## config.mk

```make
export PLATFORM = sky130hd
export DESIGN_NAME = pcr_regs
export DESIGN_NICKNAME = d
export VERILOG_FILES = /design/src/hdl/pcr_pkg.sv /design/src/hdl/pcr_regs.sv
export VERILOG_INCLUDE_DIRS = /design/src /design/src/hdl
export SDC_FILE = /design/constraint.sdc
export NUM_CORES = 1
export LEC_CHECK = 0
export BUFFER_PORTS_ARGS = -buffer_cell sky130_fd_sc_hd__buf_2
export CELL_PAD_IN_SITES_DETAIL_PLACEMENT = 0
export CELL_PAD_IN_SITES_GLOBAL_PLACEMENT = 1
export CORE_UTILIZATION = 40
export CTS_BUF_LIST = sky130_fd_sc_hd__clkbuf_4 sky130_fd_sc_hd__clkbuf_8 sky130_fd_sc_hd__clkbuf_16
export DETAILED_ROUTE_END_ITERATION = 12
export PLACE_DENSITY = 0.77
export SETUP_SLACK_MARGIN = 0.15
export SLEW_MARGIN = 25
export SYNTH_ARGS = -nofsm -noshare
export SYNTH_HDL_FRONTEND = slang
export SYNTH_SLANG_ARGS = --single-unit
export TNS_END_PERCENT = 1
```

## constraint.sdc

```tcl
create_clock -name clk_sys -period 2.4 [get_ports clk_sys]
set_input_delay 0.48 -clock clk_sys [delete_from_list [all_inputs] [get_ports clk_sys]]
set_output_delay 0.48 -clock clk_sys [all_outputs]
set_load 0.02 [all_outputs]
```

## src/hdl/pcr_defs.svh

```systemverilog
// Register offsets, field positions, reset values and timing counts of the pulse counter registers
`ifndef PCR_DEFS_SVH
`define PCR_DEFS_SVH

`define PCR_OFS_WRAP_LIMIT      8'h10
`define PCR_OFS_WRAP_BUF        8'h14
`define PCR_OFS_FLAGS           8'h18
`define PCR_OFS_FLAG_SET        8'h1c
`define PCR_OFS_FLAG_CLR        8'h20
`define PCR_OFS_FLAG_EN         8'h24
`define PCR_OFS_ROUTE           8'h28
`define PCR_OFS_HOLD            8'h2c
`define PCR_OFS_SYNC            8'h30
`define PCR_OFS_AUX             8'h38
`define PCR_OFS_INPUT           8'h3c
`define PCR_OFS_CTRL            8'h00
`define PCR_OFS_CMD             8'h04

`define PCR_WRAP_RESET          16'h00ff
`define PCR_AUX_RESET           16'h0000

`define PCR_FLAG_UF             0
`define PCR_FLAG_OF             1
`define PCR_FLAG_DIR            2
`define PCR_FLAG_AUX_OVERFLOW_FLAG          3

`define PCR_ROUTE_LO            8
`define PCR_ROUTE_HI            10
`define PCR_IN0_SEL_LO          0
`define PCR_IN0_SEL_HI          3
`define PCR_IN0_EN              4
`define PCR_IN1_SEL_LO          6
`define PCR_IN1_SEL_HI          9
`define PCR_IN1_EN              10

`define PCR_SYNC_CTRL           0
`define PCR_SYNC_CMD            1
`define PCR_SYNC_WRAP           2

`define PCR_CTRL_QUAD_LO        0
`define PCR_CTRL_QUAD_HI        1
`define PCR_CTRL_QUAD_CODE      2'h3
`define PCR_CTRL_WIDTH          16
`define PCR_CMD_WIDTH           2
`define PCR_TRANSFER_CYCLES     4'h3
`endif

```

## src/hdl/pcr_pkg.sv

```systemverilog
// Types shared by the pulse counter register bank
package pcr_pkg;
    typedef enum logic [1:0] {
        XFER_IDLE,
        XFER_BUSY
    } pcr_xfer_t;

    typedef struct packed {
        logic        up;
        logic        down;
        logic        dir_change;
        logic        aux_up;
    } pcr_events_t;

    typedef struct packed {
        logic [15:0] wrap_limit;
        logic [15:0] wrap_buf;
        logic [3:0]  flags;
        logic [3:0]  flag_en;
        logic [2:0]  route;
        logic        hold;
        logic [2:0]  pending;
        logic [15:0] ctrl_sh;
        logic [15:0] ctrl_lf;
        logic [1:0]  cmd_sh;
        logic [1:0]  cmd_pulse;
        logic [15:0] aux;
        logic [10:0] input_sel;
        logic [15:0] count;
        logic        in0;
        logic        in1;
        pcr_xfer_t   xfer;
        logic [3:0]  xfer_cnt;
        logic [31:0] rdata;
        logic        irq;
    } pcr_state_t;
endpackage

```

## src/hdl/pcr_regs.sv

```systemverilog
// Pulse counter register bank: wrap limit, flags, interrupt, update hold and input select
`timescale 1ns/1ps
`include "pcr_defs.svh"

// What this block does
// - Down past zero reloads count from wrap limit
// - Up past wrap limit loads zero
// - Buffer write copies into wrap limit
// - Aux overflow sets flag bit 3
// - Direction change sets bit 2, quadrature only
// - Overflow sets bit 1, underflow bit 0
// - Writing one to set view sets flag
// - Writing one to clear view clears flag
// - Four read-write enable bits, reset zero
// - Hold defers transfers, released all together
// - Without hold, a write lands five cycles later when no transfer is busy
// - Pending bits show synchronisation in progress
// - Aux count readable, hardware updated
// - Bit 10 routes event channel to second input
// - Bits 9:6 choose second input channel
// - Bits 3:0 and 4 steer first input
module pcr_regs #(
    parameter int CHANNELS = 12
) (
    // Clock and reset
    input  wire logic                 clk_sys,
    input  wire logic                 nrst,
    // Register port
    input  wire logic [7:0]           addr,
    input  wire logic [31:0]          wdata,
    input  wire logic                 wr_stb,
    input  wire logic                 rd_stb,
    output logic      [31:0]          rdata,
    // Counting engine
    input  wire pcr_pkg::pcr_events_t events,
    input  wire logic                 pin_in0,
    input  wire logic                 pin_in1,
    input  wire logic [CHANNELS-1:0]  event_ch,
    output logic                      first_count_input,
    output logic                      second_count_input,
    output logic      [15:0]          count_value,
    output logic      [15:0]          ctrl_value,
    output logic      [1:0]           cmd_pulse,
    output logic      [2:0]           route_location,
    // Interrupt
    output logic                      irq
);
    pcr_pkg::pcr_state_t s_ff;
    pcr_pkg::pcr_state_t nxt_s;

    logic [3:0] fl;
    logic [3:0] ev_flags;
    logic       quad;
    logic       sel_in0;
    logic       sel_in1;

    // ****************************************
    // Input routing
    // ****************************************
    always_comb begin
        sel_in0 = pin_in0;
        sel_in1 = pin_in1;
        // Channel codes past the last channel read as low rather than wrapping
        if (s_ff.input_sel[`PCR_IN0_EN]) begin
            sel_in0 = (32'(s_ff.input_sel[`PCR_IN0_SEL_HI:`PCR_IN0_SEL_LO]) < CHANNELS) &&
                      event_ch[s_ff.input_sel[`PCR_IN0_SEL_HI:`PCR_IN0_SEL_LO]];
        end
        if (s_ff.input_sel[`PCR_IN1_EN]) begin
            sel_in1 = (32'(s_ff.input_sel[`PCR_IN1_SEL_HI:`PCR_IN1_SEL_LO]) < CHANNELS) &&
                      event_ch[s_ff.input_sel[`PCR_IN1_SEL_HI:`PCR_IN1_SEL_LO]];
        end
    end

    // ****************************************
    // Next state
    // ****************************************
    always_comb begin
        nxt_s = s_ff;
        nxt_s.cmd_pulse = 2'h0;
        nxt_s.in0 = sel_in0;
        nxt_s.in1 = sel_in1;
        nxt_s.rdata = 32'h0;
        quad = (s_ff.ctrl_lf[`PCR_CTRL_QUAD_HI:`PCR_CTRL_QUAD_LO] == `PCR_CTRL_QUAD_CODE);

        // Count value with wrap behaviour
        ev_flags = 4'h0;
        if (events.up && !events.down) begin
            if (s_ff.count >= s_ff.wrap_limit) begin
                nxt_s.count = 16'h0000;
                ev_flags[`PCR_FLAG_OF] = 1'b1;
            end else begin
                nxt_s.count = s_ff.count + 16'h0001;
            end
        end else if (events.down && !events.up) begin
            if (s_ff.count == 16'h0000) begin
                nxt_s.count = s_ff.wrap_limit;
                ev_flags[`PCR_FLAG_UF] = 1'b1;
            end else begin
                nxt_s.count = s_ff.count - 16'h0001;
            end
        end
        if (s_ff.cmd_pulse[0]) begin
            nxt_s.count = s_ff.wrap_limit;
        end
        if (events.aux_up) begin
            nxt_s.aux = s_ff.aux + 16'h0001;
            ev_flags[`PCR_FLAG_AUX_OVERFLOW_FLAG] = (s_ff.aux == 16'hffff);
        end
        ev_flags[`PCR_FLAG_DIR] = events.dir_change && quad;

        // Flags: hardware and set view win over the clear view
        fl = s_ff.flags;
        if (wr_stb && addr == `PCR_OFS_FLAG_CLR) begin
            fl = fl & ~wdata[3:0];
        end
        if (wr_stb && addr == `PCR_OFS_FLAG_SET) begin
            fl = fl | wdata[3:0];
        end
        nxt_s.flags = fl | ev_flags;

        // Writes; reserved bits are dropped, software keeps them zero
        if (wr_stb) begin
            case (addr)
                `PCR_OFS_WRAP_BUF: begin
                    nxt_s.wrap_buf = wdata[15:0];
                    nxt_s.pending[`PCR_SYNC_WRAP] = 1'b1;
                end
                `PCR_OFS_CTRL: begin
                    nxt_s.ctrl_sh = wdata[15:0];
                    nxt_s.pending[`PCR_SYNC_CTRL] = 1'b1;
                end
                `PCR_OFS_CMD: begin
                    nxt_s.cmd_sh = wdata[1:0];
                    nxt_s.pending[`PCR_SYNC_CMD] = 1'b1;
                end
                `PCR_OFS_FLAG_EN: nxt_s.flag_en = wdata[3:0];
                `PCR_OFS_ROUTE:   nxt_s.route = wdata[`PCR_ROUTE_HI:`PCR_ROUTE_LO];
                `PCR_OFS_HOLD:    nxt_s.hold = wdata[0];
                `PCR_OFS_AUX:     nxt_s.aux = wdata[15:0];
                `PCR_OFS_INPUT:   nxt_s.input_sel = wdata[10:0];
                default: begin
                end
            endcase
        end

        // Transfer into the counter domain: models the slow-side latency
        case (s_ff.xfer)
            pcr_pkg::XFER_IDLE: begin
                if (s_ff.pending != 3'h0 && !s_ff.hold) begin
                    nxt_s.xfer = pcr_pkg::XFER_BUSY;
                    nxt_s.xfer_cnt = `PCR_TRANSFER_CYCLES;
                end
            end
            pcr_pkg::XFER_BUSY: begin
                if (s_ff.xfer_cnt != 4'h0) begin
                    nxt_s.xfer_cnt = s_ff.xfer_cnt - 4'h1;
                end else begin
                    // All pending values land together
                    if (s_ff.pending[`PCR_SYNC_WRAP]) begin
                        nxt_s.wrap_limit = s_ff.wrap_buf;
                    end
                    if (s_ff.pending[`PCR_SYNC_CTRL]) begin
                        nxt_s.ctrl_lf = s_ff.ctrl_sh;
                    end
                    if (s_ff.pending[`PCR_SYNC_CMD]) begin
                        nxt_s.cmd_pulse = s_ff.cmd_sh;
                    end
                    nxt_s.pending = 3'h0;
                    nxt_s.xfer = pcr_pkg::XFER_IDLE;
                end
            end
            default: nxt_s.xfer = pcr_pkg::XFER_IDLE;
        endcase
        // A write landing during the final transfer cycle stays pending for another round
        if (wr_stb && s_ff.xfer == pcr_pkg::XFER_BUSY && s_ff.xfer_cnt == 4'h0) begin
            case (addr)
                `PCR_OFS_WRAP_BUF: nxt_s.pending[`PCR_SYNC_WRAP] = 1'b1;
                `PCR_OFS_CTRL:     nxt_s.pending[`PCR_SYNC_CTRL] = 1'b1;
                `PCR_OFS_CMD:      nxt_s.pending[`PCR_SYNC_CMD] = 1'b1;
                default: begin
                end
            endcase
        end

        // Reads, answer one cycle later; unmapped offsets read zero
        if (rd_stb) begin
            case (addr)
                `PCR_OFS_CTRL:       nxt_s.rdata = {16'h0, s_ff.ctrl_sh};
                `PCR_OFS_WRAP_LIMIT: nxt_s.rdata = {16'h0, s_ff.wrap_limit};
                `PCR_OFS_WRAP_BUF:   nxt_s.rdata = {16'h0, s_ff.wrap_buf};
                `PCR_OFS_FLAGS:      nxt_s.rdata = {28'h0, s_ff.flags};
                `PCR_OFS_FLAG_EN:    nxt_s.rdata = {28'h0, s_ff.flag_en};
                `PCR_OFS_ROUTE:      nxt_s.rdata = {21'h0, s_ff.route, 8'h00};
                `PCR_OFS_HOLD:       nxt_s.rdata = {31'h0, s_ff.hold};
                `PCR_OFS_SYNC:       nxt_s.rdata = {29'h0, s_ff.pending};
                `PCR_OFS_AUX:        nxt_s.rdata = {16'h0, s_ff.aux};
                `PCR_OFS_INPUT:      nxt_s.rdata = {21'h0, s_ff.input_sel};
                default:             nxt_s.rdata = 32'h0;
            endcase
        end

        nxt_s.irq = |(nxt_s.flags & nxt_s.flag_en);
    end

    // ****************************************
    // State register
    // ****************************************
    always_ff @(posedge clk_sys or negedge nrst) begin
        if (!nrst) begin
            s_ff <= '{wrap_limit: `PCR_WRAP_RESET, wrap_buf: `PCR_WRAP_RESET,
                      aux: `PCR_AUX_RESET, xfer: pcr_pkg::XFER_IDLE, default: '0};
        end else begin
            s_ff <= nxt_s;
        end
    end

    assign rdata              = s_ff.rdata;
    assign irq                = s_ff.irq;
    assign first_count_input  = s_ff.in0;
    assign second_count_input = s_ff.in1;
    assign count_value        = s_ff.count;
    assign ctrl_value         = s_ff.ctrl_lf;
    assign cmd_pulse          = s_ff.cmd_pulse;
    assign route_location     = s_ff.route;
endmodule

```

==> Yosys cells after proc, flatten, opt, wreduce, memory -nomap -nowiden <==
Index checks and enable logic that the tools add are counted.
{ "word_totals": {"regBits": 167} }
{ "classes": {"add_sub_neg": 4, "n_lt_le_gt_ge": 5, "eq_ne": 18, "n_mux": 46, "n_bitwise": 6, "reduce_logical": 32} }
{ "ops": {"columns": ["operator", "n"], "rows": [
  ["case mux 16 bit (10 select lines)", 1],
  ["2-to-1 mux 16 bit", 8],
  ["== test 8 x 6 -> 1 bit (second input constant)", 7],
  ["2-to-1 mux 27 bit", 2],
  ["adder 16 x 1 -> 16 bit (second input constant)", 2],
  ["== test 8 x 5 -> 1 bit (second input constant)", 4],
  ["2-to-1 mux 17 bit", 1],
  ["== test 16 bit (second input constant)", 1],
  [">= comparator 16 bit", 1],
  ["logical NOT 16 bit", 1],
  ["2-to-1 mux 1 bit", 16],
  ["2-to-1 mux 4 bit", 4],
  ["subtractor 16 x 1 -> 16 bit (second input constant)", 1],
  ["AND reduction 2 bit", 7],
  ["2-to-1 mux 3 bit", 4],
  ["2-to-1 mux 11 bit", 1],
  ["logical AND 1 bit", 10],
  ["less-than comparator 4 x 5 -> 1 bit (second input constant)", 2],
  ["AND reduction 3 bit", 3],
  ["AND 4 bit", 2],
  ["binary-select mux 1 bit (select 4 bit)", 2],
  ["== test 8 x 3 -> 1 bit (second input constant)", 1],
  ["logical NOT 8 bit", 1],
  ["less-than comparator 4 bit (second input constant)", 2],
  ["18 further kinds", 27]
]} }

==> Longest topological paths before layout <==
{ "depth": {"depth_word": 8, "ltp_mapped": 9} }

==> Least setup slack after synthesis <==
OpenSTA, ideal clock, no wires.
{ "synth_timing": {"path_kind": "flip-flop to flip-flop", "start": "reg s_ff (netlist bit count_value[0])", "end": "reg s_ff (netlist bit count_value[6])", "arrival_time_ps": 2223, "t_required_ps": 2332, "slack_ps": 109, "path_stages_with_launch": 10, "path_buffers": 1, "period_less_slack_ps": 2291, "cell_sequence": "dfrtp_1 > inv_1 > ha_1 > nand2b_1 > a2111oi_0 > nand4b_1 > nand4_1 > clkbuf_1 > o311ai_0 > a32o_1"} }
{ "synth_between": {"elab_chain_cells": 5, "word_cells_on_any_way": 9} }
{ "synth_lines": {"columns": ["item", "line", "source"], "rows": [
  ["from (decl)", "pcr_regs.sv:48", "pcr_pkg::pcr_state_t s_ff;"],
  ["from (signal assigned)", "pcr_regs.sv:210", "s_ff <= '{wrap_limit: `PCR_WRAP_RESET, wrap_buf: `PCR_WRAP_RESET,"],
  ["from (signal assigned)", "pcr_regs.sv:213", "s_ff <= nxt_s;"],
  ["subtractor 16 x 1 -> 16 bit / logical NOT 16 bit (equally long branches)", "pcr_regs.sv:99, pcr_regs.sv:95", null],
  ["2-to-1 mux 16 bit", "pcr_regs.sv:95", "if (s_ff.count == 16'h0000) begin"],
  ["2-to-1 mux 16 bit", "pcr_regs.sv:94", "end else if (events.down && !events.up) begin"],
  ["2-to-1 mux 16 bit *", "pcr_regs.sv:87", "if (events.up && !events.down) begin"],
  ["2-to-1 mux 16 bit *", "pcr_regs.sv:102", "if (s_ff.cmd_pulse[0]) begin"]
]} }
Every way passes the cells marked *; elsewhere a longest branch is shown, timed or not. The select of a mux whose other input is x is not followed.
A chain may end at the register's enable or synchronous reset.

==> Final worst setup path <==
{ "layout_timing": {"start": "reg s_ff[164] (netlist name)", "end": "reg s_ff (netlist bit count_value[6])"} }
{ "layout_between": {"elab_chain_cells": 4} }
{ "layout_lines": {"columns": ["item", "line", "source"], "rows": [
  [">= comparator 16 bit", "pcr_regs.sv:88", "if (s_ff.count >= s_ff.wrap_limit) begin"],
  ["2-to-1 mux 16 bit", "pcr_regs.sv:88", null],
  ["2-to-1 mux 16 bit", "pcr_regs.sv:87", null],
  ["2-to-1 mux 16 bit", "pcr_regs.sv:102", null]
]} }
No other way between the ends.

==> summary.md <==
| Metric | Value |
|---|---|
| Status | complete, no violations |
| RSZ-0062 raised after global routing | true |
| CP Capture Type | flip-flop |
| Cell Area, Synth | 8560 um2 |
| GRT Resource Usage Total | 0.222 |
| Top-count cell post-synth | dfrtp_1 |
| Number of I/O pins | 134 |
| Clock-pin slew on the worst setup and hold paths | 0.06 ns |
| Root Driver | clkbuf_16 |
| Synth top area cells | dfrtp_1, mux2_2, buf_4 |
| Worst min path class | in2async |
| Final net count | 1032 |
| Combinational Power Share | 0.295 |
| Maximum clock path buffer count | 2 |
| Seq/Total Area, Yosys | 0.441 |
| DR WL/cell | 19.3 um |
| VDD IR-drop max | 0.484 mV |
| Post-Syn Instances | 836 |
| TritonCTS clock tree | yes |
| CP top delay family | simple AND/OR/NAND/NOR gates |
| Cell accounting for the most synthesized area | dfrtp_1 |
| First drt pass iteration count | 5 |
| Avg Cell Area, Syn | 10.2 um2 |
| Die ar. | 22000 um2 |
| Initial antenna violation count | 1 |
| Crit-path max FO | 6 |
| Max Slew Vio Count | 0 |
| Max-cap violations | 0 |
| Int Pwr | 0.00580 W |
| First-pass GRT wire length | 37300 um |
| Syn. warnings | 0 |
| Port buffer count | 101 |
| # setup viols final | 0 |
| CP bufs+invs | 4 |
| Primary FF master, synth | dfrtp_1 |
| Part of the power in registers | 0.369 |
| Core area | 21000 um2 |
| CP startpoint kind | flip-flop |
| Worst r2r path cells | 11 |
| Reg2reg end | count_value[6] |
| Inserted Diodes | 0 |
| Gpl congestion | 0.871 |
| Worst EP arrival | 2.67 ns |
| Area Growth Syn to Fin | 21.9% |
| DRT iter0 DRCs | 524 |
| Die Height | 148 um |
| Post-synth top area share | 0.392 |
| Via Count | 6972 |
| Async SR Flop Fraction | 1.00 |
| Max-slew headroom | 0.626 |
| Layout cell share with drive strength beyond 1 | 0.382 |
| Worst Setup SP | s_ff[164] |
| WS Path Type | reg2reg |
| Final Hold Violating Endpoints | 0 |
| Yosys reg bits | 150 |
| Hold bufs inserted after CTS | 0 |
| Overflow after GRT | 0 |
| Crit path time final | 2.36 ns |
| Slowest-stage cell, CP | dfrtp_1 |
| DRC errors left | 0 |
| Setup slack, reg-to-reg | 0.04 ns |
| Crit path required time | 2.70 ns |
| Final period utilization | 0.985 |
| Routed wire length | 23800 um |
| Pwr Density | 822 nW/um2 |
| FMAX | 0.423 GHz |
| Largest net degree at the start of global routing | 59 |
| Clk sinks | 150 |
| Most instantiated cells after synthesis | dfrtp_1, mux2_2, buf_4 |
| Initial core utilization | 0.407 |
| Pleak | 4.86 nW |
| Post-synth EDFFs | 0 |
| Hpwl dp | 17200 um |
| Row count | 53 |
| CP peak stage delay | 0.38 ns |
| Hold Slack | 0.0233 ns |
| Depth of the CTS H-tree | 4 |
| Via density | 5.64 |
| Critical-path cell list | inv_2 > ha_4 > nand4_1 > nor3_4 > nand4b_1 > nand4_1 > buf_6 > buf_8 > buf_6 > o21ai_2 > a32o_1 |
| Switch Pwr | 0.00278 W |
| Clock power frac | 0.336 |
| Clock latency on the worst-skew pair | 0.42 ns |
| Slew @ Worst Pin | 0.561 ns |
| Synth cell types | 63 |
| Placed cell count | 1195 |
| Post-Route Skew | 0.00705 ns |
| Final cell count without fillers | 1236 |
| CTS Buf Count | 17 |
| Die X | 148 um |
| Net Sw Frac | 0.324 |
| Final ANT Viol Nets | 0 |
| Reg2reg start | s_ff[164] |
| Vias in the first global route | 6785 |
## area by class of cell
class,instances,area (um2)
clock buffer,21,468
fill,1976,10600
tap,275,344
multi-input combinational,563,4340
sequential,150,3770
timing repair buffer,184,1220
inverter,32,120
clock inverter,11,173
## worst max path at each step
| stage | endpoint | slack (ns) | cells past startpoint |
|---|---|---|---|
| after global routing | count_value[6] | -0.07 | 10 |
| after global placement | count_value[6] | -0.05 | 9 |
| final | count_value[6] | 0.04 | 11 |
| after detailed placement | count_value[6] | -0.06 | 9 |
| after floorplan | count_value[6] | 0.13 | 9 |
| after CTS | count_value[15] | 0.11 | 9 |
## power groups by stage
stage / Combinational, W / Sequential [W] / Clock (W)
2_1_floorplan: 0.00159 / 0.00310 / 0
3_3_place_gp: 0.00216 / 0.00316 / 0
3_5_place_dp: 0.00220 / 0.00317 / 0
4_1_cts: 0.00234 / 0.00315 / 0.00292
5_1_grt: 0.00279 / 0.00321 / 0.00303
6_report: 0.00253 / 0.00316 / 0.00288
## worst register-to-register path, cell delays in order (launching register included)
cell      delay [ns]
dfrtp_1         0.38
inv_2           0.07
ha_4            0.27
nand4_1         0.20
nor3_4          0.29
nand4b_1        0.19
nand4_1         0.17
buf_6           0.14
buf_8           0.13
buf_6           0.12
o21ai_2         0.05
a32o_1          0.23
## repair_timing
action | in CTS | in global routing
buffers inserted | 4 | 4
gates resized for setup | 27 | 26
gates cloned | 1 | 0
endpoints found under the setup margin | 17 | 18
pin swaps | 19 | 15
## state kept, by name, indices dropped and copies added (netlist names)
name                flops
s_ff                   94
count_value            16
ctrl_value             16
rdata                  16
route_location          3
cmd_pulse               2
first_count_input       1
irq                     1
second_count_input      1
## layout by cell type, fill, tap and decap left out, drive strengths merged, types with 21 or more instances in the layout
cell type	instances
a21oi	44
a22oi	32
buf	184
clkbuf	21
dfrtp	134
ha	22
inv	33
mux2	83
nand2	69
nand3	24
nor2	51
o21ai	25
## metrics by stage
step | power (W) | setup TNS [ns] | setup WS [ns] | area [um2] | utilization
2_1_floorplan | 0.00469 | 0 | 0.128 | 8620 | -
3_3_place_gp | 0.00532 | -0.109 | -0.0543 | 9420 | 0.448
3_5_place_dp | 0.00537 | -0.180 | -0.0592 | 9420 | 0.448
4_1_cts | 0.00841 | 0 | 0.113 | 10200 | 0.487
5_1_grt | 0.00902 | -0.788 | -0.0716 | 10400 | 0.497
6_report | 0.00858 | 0 | 0.0363 | 10400 | 0.497
## metal layers
| metal | vias up | wire length [um] | part of all wire | global-route usage |
|---|---|---|---|---|
| met5 | - | 10 | 0.00042 | 0 |
| met4 | 2 | 413 | 0.017 | 0.0670 |
| met3 | 34 | 1410 | 0.059 | 0.0426 |
| met2 | 267 | 11500 | 0.48 | 0.361 |
| met1 | 3474 | 10500 | 0.44 | 0.299 |
| li1 | 3195 | - | - | - |
## cells by family after synthesis
kind of cell             after synthesis  synth area share
other                                  1          0.000438
XOR/XNOR                              29            0.0297
flip-flops                           150             0.441
buffers and inverters                138            0.0928
multiplexers                          94             0.131
adder cells (fa/ha/maj)               22            0.0321
AND/OR/NAND/NOR                      232             0.140
AO/OA/AOI/OAI                        170             0.134
Note: power is estimated with default switching activity, not from simulation.
